### src/design/nv_host_pkg.sv
package nv_host_pkg;
  // ------------------------------------------------------------------
  // Widths
  // ------------------------------------------------------------------
  localparam int ADDR_W = 9;
  localparam int DATA_W = 8;
  localparam int TIMER_W = 20;

  // ------------------------------------------------------------------
  // Timing
  // ------------------------------------------------------------------
  localparam int CLK_PERIOD_NS = 5;
  localparam int SETUP_NS = 10;
  localparam int STROBE_NS = 60;
  localparam int HOLD_NS = 10;
  localparam int RECALL_MAX_US = 5;
  localparam int STORE_MAX_MS = 5;
  localparam int SETUP_CYC = (SETUP_NS + CLK_PERIOD_NS - 1) / CLK_PERIOD_NS;
  localparam int STROBE_CYC = (STROBE_NS + CLK_PERIOD_NS - 1) / CLK_PERIOD_NS;
  localparam int HOLD_CYC = (HOLD_NS + CLK_PERIOD_NS - 1) / CLK_PERIOD_NS;
  localparam int RECALL_CYC = (RECALL_MAX_US * 1000 + CLK_PERIOD_NS - 1) / CLK_PERIOD_NS;
  localparam int STORE_CYC_DEFAULT = (STORE_MAX_MS * 1000000 + CLK_PERIOD_NS - 1) / CLK_PERIOD_NS;

  // ------------------------------------------------------------------
  // Command sequence
  // ------------------------------------------------------------------
  localparam logic [ADDR_W-1:0] CMD_ADDR_A = 9'h155;
  localparam logic [ADDR_W-1:0] CMD_ADDR_B = 9'h0AA;
  localparam logic [DATA_W-1:0] CMD_DATA_1 = 8'hAA;
  localparam logic [DATA_W-1:0] CMD_DATA_2 = 8'h55;
  localparam logic [DATA_W-1:0] CMD_DATA_STORE = 8'h33;
  localparam logic [DATA_W-1:0] CMD_DATA_SAVE_ON = 8'hCC;
  localparam logic [DATA_W-1:0] CMD_DATA_SAVE_OFF = 8'hCD;
  localparam logic [1:0] STEP_FIRST = 2'h0;
  localparam logic [1:0] STEP_SECOND = 2'h1;
  localparam logic [1:0] STEP_LAST = 2'h2;

  // ------------------------------------------------------------------
  // Types
  // ------------------------------------------------------------------
  typedef enum logic [2:0] {
    OP_READ = 3'h0,
    OP_WRITE = 3'h1,
    OP_RECALL = 3'h2,
    OP_STORE = 3'h3,
    OP_SAVE_ON = 3'h4,
    OP_SAVE_OFF = 3'h5
  } op_e;

  typedef enum logic [2:0] {
    ST_IDLE = 3'h0,
    ST_SETUP = 3'h1,
    ST_STROBE = 3'h3,
    ST_HOLD = 3'h2,
    ST_WAIT = 3'h6
  } state_e;
endpackage

### src/design/phase_timer_if.sv
`timescale 1ns/100ps
`default_nettype none
interface phase_timer_if;
  logic load;
  logic [nv_host_pkg::TIMER_W-1:0] count;
  logic done;
  modport ctl (output load, output count, input done);
  modport tmr (input load, input count, output done);
endinterface
`default_nettype wire

### src/design/phase_timer.sv
`timescale 1ns/100ps
`default_nettype none
module phase_timer (
  // Clock and reset
  input wire logic clock,
  input wire logic rst_n,
  // Control
  phase_timer_if.tmr tif
);
  import nv_host_pkg::*;

  typedef struct packed {
    logic [TIMER_W-1:0] cnt;
  } timer_s;

  timer_s r, n;

  always_comb begin
    n = r;
    if (tif.load) begin
      n.cnt = tif.count;
    end else if (r.cnt != '0) begin
      n.cnt = r.cnt - TIMER_W'(1);
    end
  end

  always_ff @(posedge clock or negedge rst_n) begin
    if (!rst_n) begin
      r <= '0;
    end else begin
      r <= n;
    end
  end

  assign tif.done = (r.cnt == '0);
endmodule // phase_timer
`default_nettype wire

### src/design/nv_host_ctrl.sv
`timescale 1ns/100ps
`default_nettype none
// Contract
// - Chip select low for every access.
// - Commands are strobed pseudo writes.
// - Store sequence AA, 55, 33.
// - Final 155h/CCh enables power-loss save.
// - Final 155h/CDh disables power-loss save.
module nv_host_ctrl #(
  parameter int STORE_WAIT_CYC = nv_host_pkg::STORE_CYC_DEFAULT
) (
  // Clock and reset
  input wire logic clock,
  input wire logic rst_n,
  // User command port
  input wire logic cmd_valid,
  input wire nv_host_pkg::op_e cmd_op,
  input wire logic [nv_host_pkg::ADDR_W-1:0] cmd_addr,
  input wire logic [nv_host_pkg::DATA_W-1:0] cmd_wdata,
  output logic cmd_ready,
  output logic rsp_valid,
  output logic [nv_host_pkg::DATA_W-1:0] rsp_rdata,
  // Status
  output logic save_enabled,
  output logic ram_written,
  output logic power_fail_alert,
  // Device pins
  output logic chip_select_n,
  output logic output_enable_n,
  output logic write_enable_n,
  output logic nonvolatile_select_n,
  output logic [nv_host_pkg::ADDR_W-1:0] byte_address,
  output logic [nv_host_pkg::DATA_W-1:0] data_bus_o,
  output logic data_bus_oe,
  input wire logic [nv_host_pkg::DATA_W-1:0] data_bus_i,
  input wire logic power_fail_flag_n
);
  import nv_host_pkg::*;

  // ------------------------------------------------------------------
  // State
  // ------------------------------------------------------------------
  typedef struct packed {
    state_e st;
    logic [1:0] step;
    op_e op;
    logic [ADDR_W-1:0] addr;
    logic [DATA_W-1:0] wdata;
    logic ce_n;
    logic oe_n;
    logic we_n;
    logic ne_n;
    logic d_oe;
    logic [ADDR_W-1:0] pin_addr;
    logic [DATA_W-1:0] pin_data;
    logic [DATA_W-1:0] rdata;
    logic rsp;
    logic ready;
    logic written;
    logic save_on;
    logic pfail;
  } ctrl_s;

  ctrl_s r, n;
  phase_timer_if tif ();

  phase_timer u_timer (
    .clock(clock),
    .rst_n(rst_n),
    .tif(tif)
  );

  // ------------------------------------------------------------------
  // Sequencing
  // ------------------------------------------------------------------
  always_comb begin
    logic multi;
    logic [DATA_W-1:0] last_data;
    multi = 1'b0;
    last_data = CMD_DATA_STORE;
    n = r;
    n.rsp = 1'b0;
    n.pfail = !power_fail_flag_n;
    tif.load = 1'b0;
    tif.count = '0;
    multi = (r.op == OP_STORE) || (r.op == OP_SAVE_ON) || (r.op == OP_SAVE_OFF);
    case (r.op)
      OP_SAVE_ON: begin
        last_data = CMD_DATA_SAVE_ON;
      end
      OP_SAVE_OFF: begin
        last_data = CMD_DATA_SAVE_OFF;
      end
      default: begin
        last_data = CMD_DATA_STORE;
      end
    endcase
    case (r.st)
      ST_IDLE: begin
        n.ready = 1'b1;
        if (cmd_valid && r.ready) begin
          n.ready = 1'b0;
          n.op = cmd_op;
          n.addr = cmd_addr;
          n.wdata = cmd_wdata;
          n.step = STEP_FIRST;
          n.st = ST_SETUP;
          tif.load = 1'b1;
          tif.count = TIMER_W'(SETUP_CYC - 1);
        end
      end
      ST_SETUP: begin
        if (multi) begin
          n.pin_addr = (r.step == STEP_SECOND) ? CMD_ADDR_B : CMD_ADDR_A;
          n.pin_data = (r.step == STEP_FIRST) ? CMD_DATA_1 :
                       (r.step == STEP_SECOND) ? CMD_DATA_2 : last_data;
        end else begin
          n.pin_addr = r.addr;
          n.pin_data = r.wdata;
        end
        n.d_oe = multi || (r.op == OP_WRITE);
        if (tif.done) begin
          n.st = ST_STROBE;
          n.ce_n = 1'b0;
          n.ne_n = !(multi || (r.op == OP_RECALL));
          n.we_n = !(multi || (r.op == OP_WRITE));
          n.oe_n = !((r.op == OP_READ) || (r.op == OP_RECALL));
          tif.load = 1'b1;
          tif.count = TIMER_W'(STROBE_CYC - 1);
        end
      end
      ST_STROBE: begin
        if (tif.done) begin
          if (r.op == OP_READ) begin
            n.rdata = data_bus_i;
          end
          n.ce_n = 1'b1;
          n.oe_n = 1'b1;
          n.we_n = 1'b1;
          n.ne_n = 1'b1;
          n.st = ST_HOLD;
          tif.load = 1'b1;
          tif.count = TIMER_W'(HOLD_CYC - 1);
        end
      end
      ST_HOLD: begin
        if (tif.done) begin
          n.d_oe = 1'b0;
          if (multi && (r.step != STEP_LAST)) begin
            n.step = r.step + 2'h1;
            n.st = ST_SETUP;
            tif.load = 1'b1;
            tif.count = TIMER_W'(SETUP_CYC - 1);
          end else if (r.op == OP_RECALL) begin
            n.st = ST_WAIT;
            tif.load = 1'b1;
            tif.count = TIMER_W'(RECALL_CYC - 1);
          end else if (r.op == OP_STORE) begin
            n.st = ST_WAIT;
            tif.load = 1'b1;
            tif.count = TIMER_W'(STORE_WAIT_CYC - 1);
          end else begin
            if (r.op == OP_WRITE) begin
              n.written = 1'b1;
            end
            if (r.op == OP_SAVE_ON) begin
              n.save_on = 1'b1;
            end
            if (r.op == OP_SAVE_OFF) begin
              n.save_on = 1'b0;
            end
            n.st = ST_IDLE;
            n.rsp = 1'b1;
            n.ready = 1'b1;
          end
        end
      end
      ST_WAIT: begin
        if (tif.done) begin
          n.st = ST_IDLE;
          n.rsp = 1'b1;
          n.ready = 1'b1;
        end
      end
      default: begin
        n.st = ST_IDLE;
      end
    endcase
  end

  always_ff @(posedge clock or negedge rst_n) begin
    if (!rst_n) begin
      r <= '{st: ST_IDLE, step: STEP_FIRST, op: OP_READ, addr: '0, wdata: '0,
             ce_n: 1'b1, oe_n: 1'b1, we_n: 1'b1, ne_n: 1'b1, d_oe: 1'b0,
             pin_addr: '0, pin_data: '0, rdata: '0, rsp: 1'b0, ready: 1'b0,
             written: 1'b0, save_on: 1'b0, pfail: 1'b0};
    end else begin
      r <= n;
    end
  end

  // ------------------------------------------------------------------
  // Outputs
  // ------------------------------------------------------------------
  assign cmd_ready = r.ready;
  assign rsp_valid = r.rsp;
  assign rsp_rdata = r.rdata;
  assign save_enabled = r.save_on;
  assign ram_written = r.written;
  assign power_fail_alert = r.pfail;
  assign chip_select_n = r.ce_n;
  assign output_enable_n = r.oe_n;
  assign write_enable_n = r.we_n;
  assign nonvolatile_select_n = r.ne_n;
  assign byte_address = r.pin_addr;
  assign data_bus_o = r.pin_data;
  assign data_bus_oe = r.d_oe;
endmodule // nv_host_ctrl
`default_nettype wire

### config.mk
export PLATFORM = sky130hd
export DESIGN_NAME = nv_host_ctrl
export DESIGN_NICKNAME = d
export VERILOG_FILES = /design/src/design/nv_host_pkg.sv /design/src/design/phase_timer_if.sv /design/src/design/phase_timer.sv /design/src/design/nv_host_ctrl.sv
export SDC_FILE = /design/constraint.sdc
export NUM_CORES = 1
export LEC_CHECK = 0
export BUFFER_PORTS_ARGS = -buffer_cell sky130_fd_sc_hd__buf_2
export CORE_MARGIN = 5
export CORE_UTILIZATION = 56
export CTS_CLUSTER_SIZE = 16
export DETAILED_ROUTE_END_ITERATION = 8
export PLACE_DENSITY = 0.76
export SKIP_LAST_GASP = 1
export SLEW_MARGIN = 0
export SYNTH_ARGS = -nofsm -noshare
export SYNTH_HDL_FRONTEND = slang
export SYNTH_SLANG_ARGS = --single-unit
### constraint.sdc
create_clock -name clock -period 2.69 [get_ports clock]
set_input_delay 0.1345 -clock clock [delete_from_list [all_inputs] [get_ports clock]]
set_output_delay 0.1345 -clock clock [all_outputs]
set_load 0.02 [all_outputs]
* Word level (Yosys, flattened, before mapping)
Index checks and enable logic that the tools add are counted.
** Word-level totals
- Output and inout port bits :: 35
- Flip-flop bits (word level) :: 80
- Logic and storage cells :: 125
** Cells by class
- Equal/unequal tests :: 20
- Multiplexer cells :: 49
- Reduce and logical (&&, ||, !) cells :: 32
- Bitwise operators :: 3
- $add $sub $neg :: 2
** Operators by type and width (number)
- 20-bit 2-to-1 mux :: 6
- 20-bit case mux with 4 select lines :: 1
- 4-bit 2-to-1 mux :: 7
- 25-bit 2-to-1 mux :: 1
- 20-bit logical NOT :: 1
- 2-bit inequality test (second input constant) :: 10
- 20-bit nonzero test :: 1
- 20-bit by 1-bit subtractor with 20-bit output (second input constant) :: 1
- 3-bit 2-to-1 mux :: 6
- 6-bit AND reduction :: 3
- 17-bit 2-to-1 mux :: 1
- 8-bit 2-to-1 mux :: 2
- 8-bit case mux with 2 select lines :: 1
- 3-bit case mux with 5 select lines :: 1
- 1-bit 2-to-1 mux :: 13
- 3-bit by 2-bit equality test with 1-bit output (second input constant) :: 4
- 2-bit nonzero test :: 5
- 3-bit equality test (second input constant) :: 3
- 9-bit 2-to-1 mux :: 1
- 4-bit case mux with 2 select lines :: 1
- 3-bit by 1-bit equality test with 1-bit output (second input constant) :: 2
- 3-bit logical NOT :: 2
- 1-bit case mux with 3 select lines :: 2
- 3-bit AND reduction :: 2
- other kinds (16) :: 29

* Longest topological paths before layout
Gate-level depths: netlist of the first run.
- Word-level depth :: 8
- Mapped depth :: 8
- Mapped depth without buffers :: 7

* By module
Synthesis of the first run repeated with hierarchy kept, for this count alone.
** Unflattened totals
- Cell total of the unflattened synthesis :: 406
- Area total of the unflattened synthesis :: 4211.5 um^2
** Modules (own cells, without submodules)
- nv_host_ctrl :: seq. area each 1506.4 um^2, area each 3026.7 um^2, instances 1, cells an instance 279
- phase_timer :: seq. area each 500.5 um^2, area each 1184.9 um^2, instances 1, cells an instance 127

* Worst setup path after synthesis of the first run
Ideal clock, no wire load.
- Path type :: flip-flop to flip-flop
- From :: register u_timer.r[0] (netlist bit)
- To :: register r (netlist bit rsp_rdata[0])
- Stages on the path, launching flop included :: 9
- Data required time :: 2.565 ns
- Setup time :: 0.125 ns
- Path slack :: 0.452 ns
- Arrival :: 2.113 ns
- Path buffers :: 1
- Path through :: dfrtp_1 > inv_1 > ha_1 > or4b_4 > nor3_2 > and4_1 > and3_1 > buf_4 > mux2_2
** On the way
- Longest elaborated chain between the ends :: 2
** RTL lines
- start, declared :: RTL line phase_timer.sv:16 : timer_s r, n;
- start signal, assigned :: RTL line phase_timer.sv:31 : r <= n;
- 20-bit logical NOT :: RTL line phase_timer.sv:35 : assign tif.done = (r.cnt == '0);
- 3-bit AND reduction (no line)
- end signal, assigned :: RTL line nv_host_ctrl.sv:193 : r <= '{st: ST_IDLE, step: STEP_FIRST, op: OP_READ, addr: '0, wdata: '0,
- end signal, assigned :: RTL line nv_host_ctrl.sv:198 : r <= n;
- end, declared :: RTL line nv_host_ctrl.sv:64 : ctrl_s r, n;
No other way between the ends.
A chain may end at the register's enable or synchronous reset.

* Worst setup path after layout of the first run
- From :: register u_timer.r[0] (netlist bit)
- To :: register r (netlist bit rsp_rdata[4])
Same word-level chain as after synthesis.

==> impl_metrics.env, run 1 <==
export IMPL_period_needed_ns=2.51
export IMPL_holdPathStages=2
export IMPL_ctsResizeCount=0
export IMPL_slew_violations=0
export IMPL_synth_edff_count=0
export IMPL_most_common_layout_cells="nand2_1 (91), dfrtp_1 (76), buf_2 (65)"
export IMPL_layout_drive_gt1_share_pct=23.6
export IMPL_hold_path_class="in -> reg"
export IMPL_syn_inst=424
export IMPL_fin_tns_setup_ns=0
export IMPL_ctsHtreeMaxLevel=3
export IMPL_cts_made_buffers=9
export IMPL_antenna_found_initial=0
export IMPL_drtIter0Drc=339
export IMPL_synthDistinctLibCells=58
export IMPL_tightest_slew_ns=0.996
export IMPL_drt_wl_total_um=8760
export IMPL_rows=30
export IMPL_grt_pass1_vias=3162
export IMPL_finalHoldViolCount=0
export IMPL_ir_worst_vdd_uv=406
export IMPL_timing_fmax_mhz=398
export IMPL_yosysTopAreaCell="dfrtp_1"
export IMPL_core_um2=6870
export IMPL_ys_seq_area_share_pct=50.0
export IMPL_drtAntennaViolNets=0
export IMPL_whs_ns=0.0210
export IMPL_layout_nets=519
export IMPL_grt_usage_pct=21.0
export IMPL_vias=3230
export IMPL_power_density_nw_per_um2=1080
export IMPL_period_share_pct=93.4
export IMPL_root_buffer="clkbuf_8"
export IMPL_initial_core_util_pct=58.4
export IMPL_place_gp_congestion=0.852
export IMPL_final_common_cell="nand2_1"
export IMPL_total_leakage_power_nw=2.23
export IMPL_numPortBuffers=66
export IMPL_num_antenna_cells=0
export IMPL_start_kind="flip-flop"
export IMPL_async_flop_share_pct=100
export IMPL_status="finished, final reports clean"
export IMPL_ioPinCount=67
export IMPL_worstPathRequired_ns=2.92
export IMPL_ys_seq_elements=80
export IMPL_synthTopCellsByArea="dfrtp_1 (47%), nand2_1 (8.5%), buf_4 (5.1%)"
export IMPL_fin_skew_ns=0.0123
export IMPL_cts_buffer_depth=2
export IMPL_die_area_um2=8960
export IMPL_drc=0
export IMPL_viasPerCell=5.54
export IMPL_synth_top_area_share_pct=47.4
export IMPL_overflow=0
export IMPL_tritoncts="done"
export IMPL_yosysWarnings=0
export IMPL_critPathCaptureType="flip-flop"
export IMPL_synth_flop_cell="dfrtp_1"
export IMPL_synth_area_per_cell_um2=9.46
export IMPL_netlist_area_um2=4010
export IMPL_syn_num_nets=460
export IMPL_critPathMaxFanout=8
export IMPL_path_class="reg -> reg"
export IMPL_cts_sinks=80
export IMPL_firstDrtPassIters=5
export IMPL_die_h_um=94.7
export IMPL_worstPathArrival_ns=2.74
export IMPL_die_w_um=94.7
export IMPL_grt_max_degree=81
export IMPL_clkTransAtPathRegs_ns=0.08
export IMPL_grt_pass1_wl_um=14800
export IMPL_routedWlPerCell_um=15.0
export IMPL_area_growth_pct=16.8
export IMPL_maxSlewHeadroom_pct=33.6
export IMPL_dpl_hpwl_um=6040
export IMPL_setup_viol_count_final=0
export IMPL_insertion_delay_ns=0.34
export IMPL_rrSetupSlack_ns=0.18
export IMPL_rsz0062_at_grt="no"
export IMPL_max_cap_viol_count=0
export IMPL_r2r_cells=7
per-stage QoR:
| stage | cells | total power, mW | setup WS (ns) | utilization [%] | area (um^2) |
|---|---|---|---|---|---|
| after floorplan | 424 | 3.63 | 0.452 | - | 4010 |
| after global placement | 547 | 3.96 | 0.264 | 61.8 | 4250 |
| after detailed placement | 547 | 4.03 | 0.181 | 61.8 | 4250 |
| after CTS | 583 | 5.10 | 0.181 | 68.3 | 4690 |
| after global routing | 583 | 5.46 | 0.0344 | 68.3 | 4690 |
| final | 583 | 5.07 | 0.178 | 68.3 | 4690 |
synthesized netlist by cell type (4+ instances only):
| cell type | instances |
|---|---|
| nor4_1 | 7 |
| dfrtp_1 | 76 |
| mux2_2 | 10 |
| nand2_1 | 91 |
| a211oi_1 | 4 |
| xor2_1 | 4 |
| nand3_1 | 7 |
| o31ai_1 | 5 |
| nand2b_1 | 6 |
| nor2_1 | 30 |
| o21ai_0 | 31 |
| xnor2_1 | 14 |
| inv_1 | 8 |
| a21oi_1 | 24 |
| ha_1 | 4 |
| buf_4 | 27 |
| dfstp_2 | 4 |
| clkbuf_1 | 17 |
power breakdown:
group	total, mW	switching (mW)	internal, mW
sequential	2.08	0.415	1.66
clock	1.03	0.418	0.610
combinational	1.97	1.19	0.780
total	5.07	2.02	3.05
area by class of cell:
| type | count | area (um^2) |
|---|---|---|
| multi-input cells | 291 | 1710 |
| repair buffers | 93 | 588 |
| clock buffers | 9 | 124 |
| clock inverters | 6 | 109 |
| well taps | 96 | 120 |
| inverters | 8 | 30.0 |
| flip-flops and latches | 80 | 2010 |
| fillers | 556 | 2180 |
critical path, cell delays in order (launching register included):
cell     delay [ns]
dfrtp_1        0.40
inv_1          0.12
ha_1           0.16
or4b_4         0.48
nor3_2         0.21
and4_1         0.26
and3_1         0.38
mux2_2         0.39
path summary, 6_finish.rpt:
| check | to | startpoint |
|---|---|---|
| max in group asynchronous | r[53] | rst_n |
| setup / recovery | rsp_rdata[4] | u_timer.r[0] |
| hold reg to reg | nonvolatile_select_n | nonvolatile_select_n |
| min in group asynchronous | u_timer.r[16] | rst_n |
| hold / removal | rsp_rdata[3] | data_bus_i[3] |
| setup reg to reg | rsp_rdata[4] | u_timer.r[0] |
what timing repair did:
action                                 in CTS  in global routing
hold buffers                               21                  0
endpoints found under the hold margin      74                  0
setup buffers                               0                  0
flip-flops by register name, indices dropped and copies added, names as in the netlist, 8 cells and up:
signal and flops:
byte_address 9, data_bus_o 8, r 25, rsp_rdata 8
u_timer.r 20
cells by family (layout without fill, tap and decap cells):
kind of cell	count (synthesis)	in the layout	synth area share [%]
AOI/OAI and AO/OA	88	88	13.6
buffers and inverters	53	116	7.51
and+or+nand+nor	169	169	20.3
adders and majority gates	4	4	1.25
muxes	12	12	3.34
DFF	80	80	50.0
xor gates and xnor gates	18	18	3.93
metal layers:
layer / part of all wire, % / GRT usage (%) / wire length, um
met1: 44 / 28.7 / 3840
met2: 48 / 34.5 / 4160
met3: 7.3 / 3.27 / 642
met4: 1.3 / 6.61 / 111
met5: 0 / 0 / 0
(Power assumes the default switching activity.)
==> run 2, diff against run 1 <==
--- a/config.mk
+++ b/config.mk
@@ -10,7 +10,8 @@
 export CORE_UTILIZATION = 56
 export CTS_CLUSTER_SIZE = 16
 export DETAILED_ROUTE_END_ITERATION = 8
-export PLACE_DENSITY = 0.76
+export GPL_TIMING_DRIVEN = 0
+export PLACE_DENSITY = 0.79
 export SKIP_LAST_GASP = 1
 export SLEW_MARGIN = 0
 export SYNTH_ARGS = -nofsm -noshare
==> constraint.sdc (replaced) <==
create_clock -name clock -period 2.5 [get_ports clock]
set_input_delay 0.125 -clock clock [delete_from_list [all_inputs] [get_ports clock]]
set_output_delay 0.125 -clock clock [all_outputs]
set_load 0.02 [all_outputs]
==> impl_metrics.env, run 2 (synthesis results as in run 1) <==
export IMPL_status="finished, final reports clean"
export IMPL_die_h_um=94.7
export IMPL_fin_skew_ns=0.0102
export IMPL_r2r_cells=8
export IMPL_rows=30
export IMPL_cts_sinks=80
export IMPL_core_um2=6870
export IMPL_total_leakage_power_nw=2.40
export IMPL_max_stage_delay_ns=0.51
export IMPL_overflow=0
export IMPL_place_gp_congestion=0.869
export IMPL_routedWlPerCell_um=15.7
export IMPL_crit_reg2reg_launch="u_timer.r[1]"
export IMPL_numPortBuffers=66
export IMPL_setup_viol_count_final=0
export IMPL_hold_start="cmd_wdata[7]"
export IMPL_grt_usage_pct=23.3
export IMPL_post_place_ws_ns=0.0166
export IMPL_ir_worst_vdd_uv=551
export IMPL_vias=3487
export IMPL_grt_max_degree=42
export IMPL_slowest_stage="or4b_4"
export IMPL_firstDrtPassIters=4
export IMPL_cts_made_buffers=9
export IMPL_drtIter0Drc=194
export IMPL_r2r_end="output_enable_n"
export IMPL_rrSetupSlack_ns=0.08
export IMPL_antenna_found_initial=0
export IMPL_grt_pass1_wl_um=16300
export IMPL_grt_pass1_vias=3486
export IMPL_final_common_cell="nand2_1"
export IMPL_initial_core_util_pct=58.4
export IMPL_slew_violations=0
export IMPL_layout_nets=571
export IMPL_worstPathRequired_ns=2.77
export IMPL_period_share_pct=96.8
export IMPL_dpl_hpwl_um=6760
export IMPL_max_cap_viol_count=0
export IMPL_drc=0
export IMPL_tightest_slew_ns=0.733
export IMPL_drt_wl_total_um=9980
export IMPL_largest_register_ffs=25
export IMPL_critPathCaptureType="flip-flop"
export IMPL_min_to="r[42]"
export IMPL_path_delay_family="simple AND/OR/NAND/NOR gates"
export IMPL_regMostFlops="r"
export IMPL_crit_chain="inv_2, ha_1, or4b_4, nor4b_4, buf_4, nand2_2, nor2_4, mux2_2"
export IMPL_fin_util_pct=73.2
export IMPL_critPathMaxFanout=7
export IMPL_worstPathArrival_ns=2.69
export IMPL_clkTransAtPathRegs_ns=0.08
export IMPL_hold_path_class="in -> reg"
export IMPL_area_growth_pct=25.3
export IMPL_die_w_um=94.7
export IMPL_cts_buffer_depth=2
export IMPL_ctsHtreeMaxLevel=3
export IMPL_crit_buf_inv=2
export IMPL_layout_drive_gt1_share_pct=27.8
export IMPL_timing_fmax_mhz=413
export IMPL_power_density_nw_per_um2=1120
export IMPL_holdPathStages=3
export IMPL_num_antenna_cells=0
export IMPL_viasPerCell=5.48
export IMPL_path_class="reg -> reg"
export IMPL_die_area_um2=8960
export IMPL_finalHoldViolCount=0
export IMPL_drtAntennaViolNets=0
export IMPL_start_kind="flip-flop"
export IMPL_period_needed_ns=2.42
export IMPL_tritoncts="done"
export IMPL_most_common_layout_cells="nand2_1 (90), dfrtp_1 (76), buf_2 (65)"
export IMPL_fin_ws_ns=0.0795
export IMPL_root_buffer="clkbuf_8"
export IMPL_insertion_delay_ns=0.35
export IMPL_ioPinCount=67
export IMPL_maxSlewHeadroom_pct=50.7
-- run 2: cell types whose count changed in the layout (fill, tap and decap cells not counted), moves of 2 or more --
| cell | before | now |
|---|---|---|
| dlygate4sd3_1 | 21 | 26 |
| inv_2 | 0 | 2 |
| clkbuf_1 | 0 | 18 |
| bufinv_16 | 3 | 1 |
| buf_4 | 7 | 34 |
| clkinvlp_4 | 0 | 2 |
| inv_1 | 8 | 6 |
-- run 2: metrics by stage --
step | cell area (um^2) | setup TNS (ns) | hold WS [ns] | std cells | power [mW]
after global placement | 4460 | 0 | 0.269 | 586 | 4.47
after CTS | 4950 | 0 | 0.00142 | 630 | 5.61
after floorplan | 4010 | 0 | -0.171 | 424 | 3.90
after detailed placement | 4490 | 0 | 0.139 | 587 | 4.58
after global routing | 5030 | -0.0200 | 0.00634 | 636 | 6.05
final | 5030 | 0 | 0.0181 | 636 | 5.65
-- run 2: timing repair --
item | in CTS | in global routing
endpoints found under the setup margin | 11 | 25
pin swaps | 1 | 5
endpoints found under the hold margin | 62 | 1
cloned | 0 | 0
hold buffers | 25 | 1
setup buffers | 2 | 5
resized for setup | 2 | 10
-- run 2: worst min-delay path, stage by stage --
cell and delay [ns]:
buf_2 0.09, nand2_1 0.06, nand2_1 0.06
-- run 2: final cells by class --
type                    instances  area, um^2
plain buffers                  45         282
flip-flops and latches         80        2010
multi-input cells             291        1730
clock buffers                  10         128
fillers                       523        1840
well taps                      96         120
clock inverters                 6        60.1
inverters                       8        30.0
repair buffers                100         666
-- run 2: worst max path at each step --
stage / start / end / slack (ns) / cells past startpoint
6_report: u_timer.r[1] / output_enable_n / 0.08 / 8
5_1_grt: u_timer.r[1] / rsp_rdata[7] / -0.007 / 8
4_1_cts: u_timer.r[0] / rsp_rdata[2] / 0.03 / 8
3_5_place_dp: u_timer.r[0] / chip_select_n / 0.02 / 7
3_3_place_gp: u_timer.r[0] / rsp_rdata[7] / 0.04 / 8
2_1_floorplan: u_timer.r[0] / rsp_rdata[0] / 0.26 / 8
-- run 2: per-layer routing --
metal | GRT usage, % | vias to the layer above | wire, um
met4 | 9.86 | 0 | 166
li1 | - | 1649 | -
met3 | 4.30 | 16 | 681
met5 | 0 | - | 0
met1 | 29.6 | 1685 | 4140
met2 | 39.0 | 137 | 4990
-- run 2: power by group --
group | internal (mW) | total (mW) | leakage (nW) | switching (mW)
combinational | 1.04 | 2.53 | 1.30 | 1.49
sequential | 1.79 | 2.19 | 1.01 | 0.396
clock | 0.457 | 0.931 | 0.0920 | 0.474
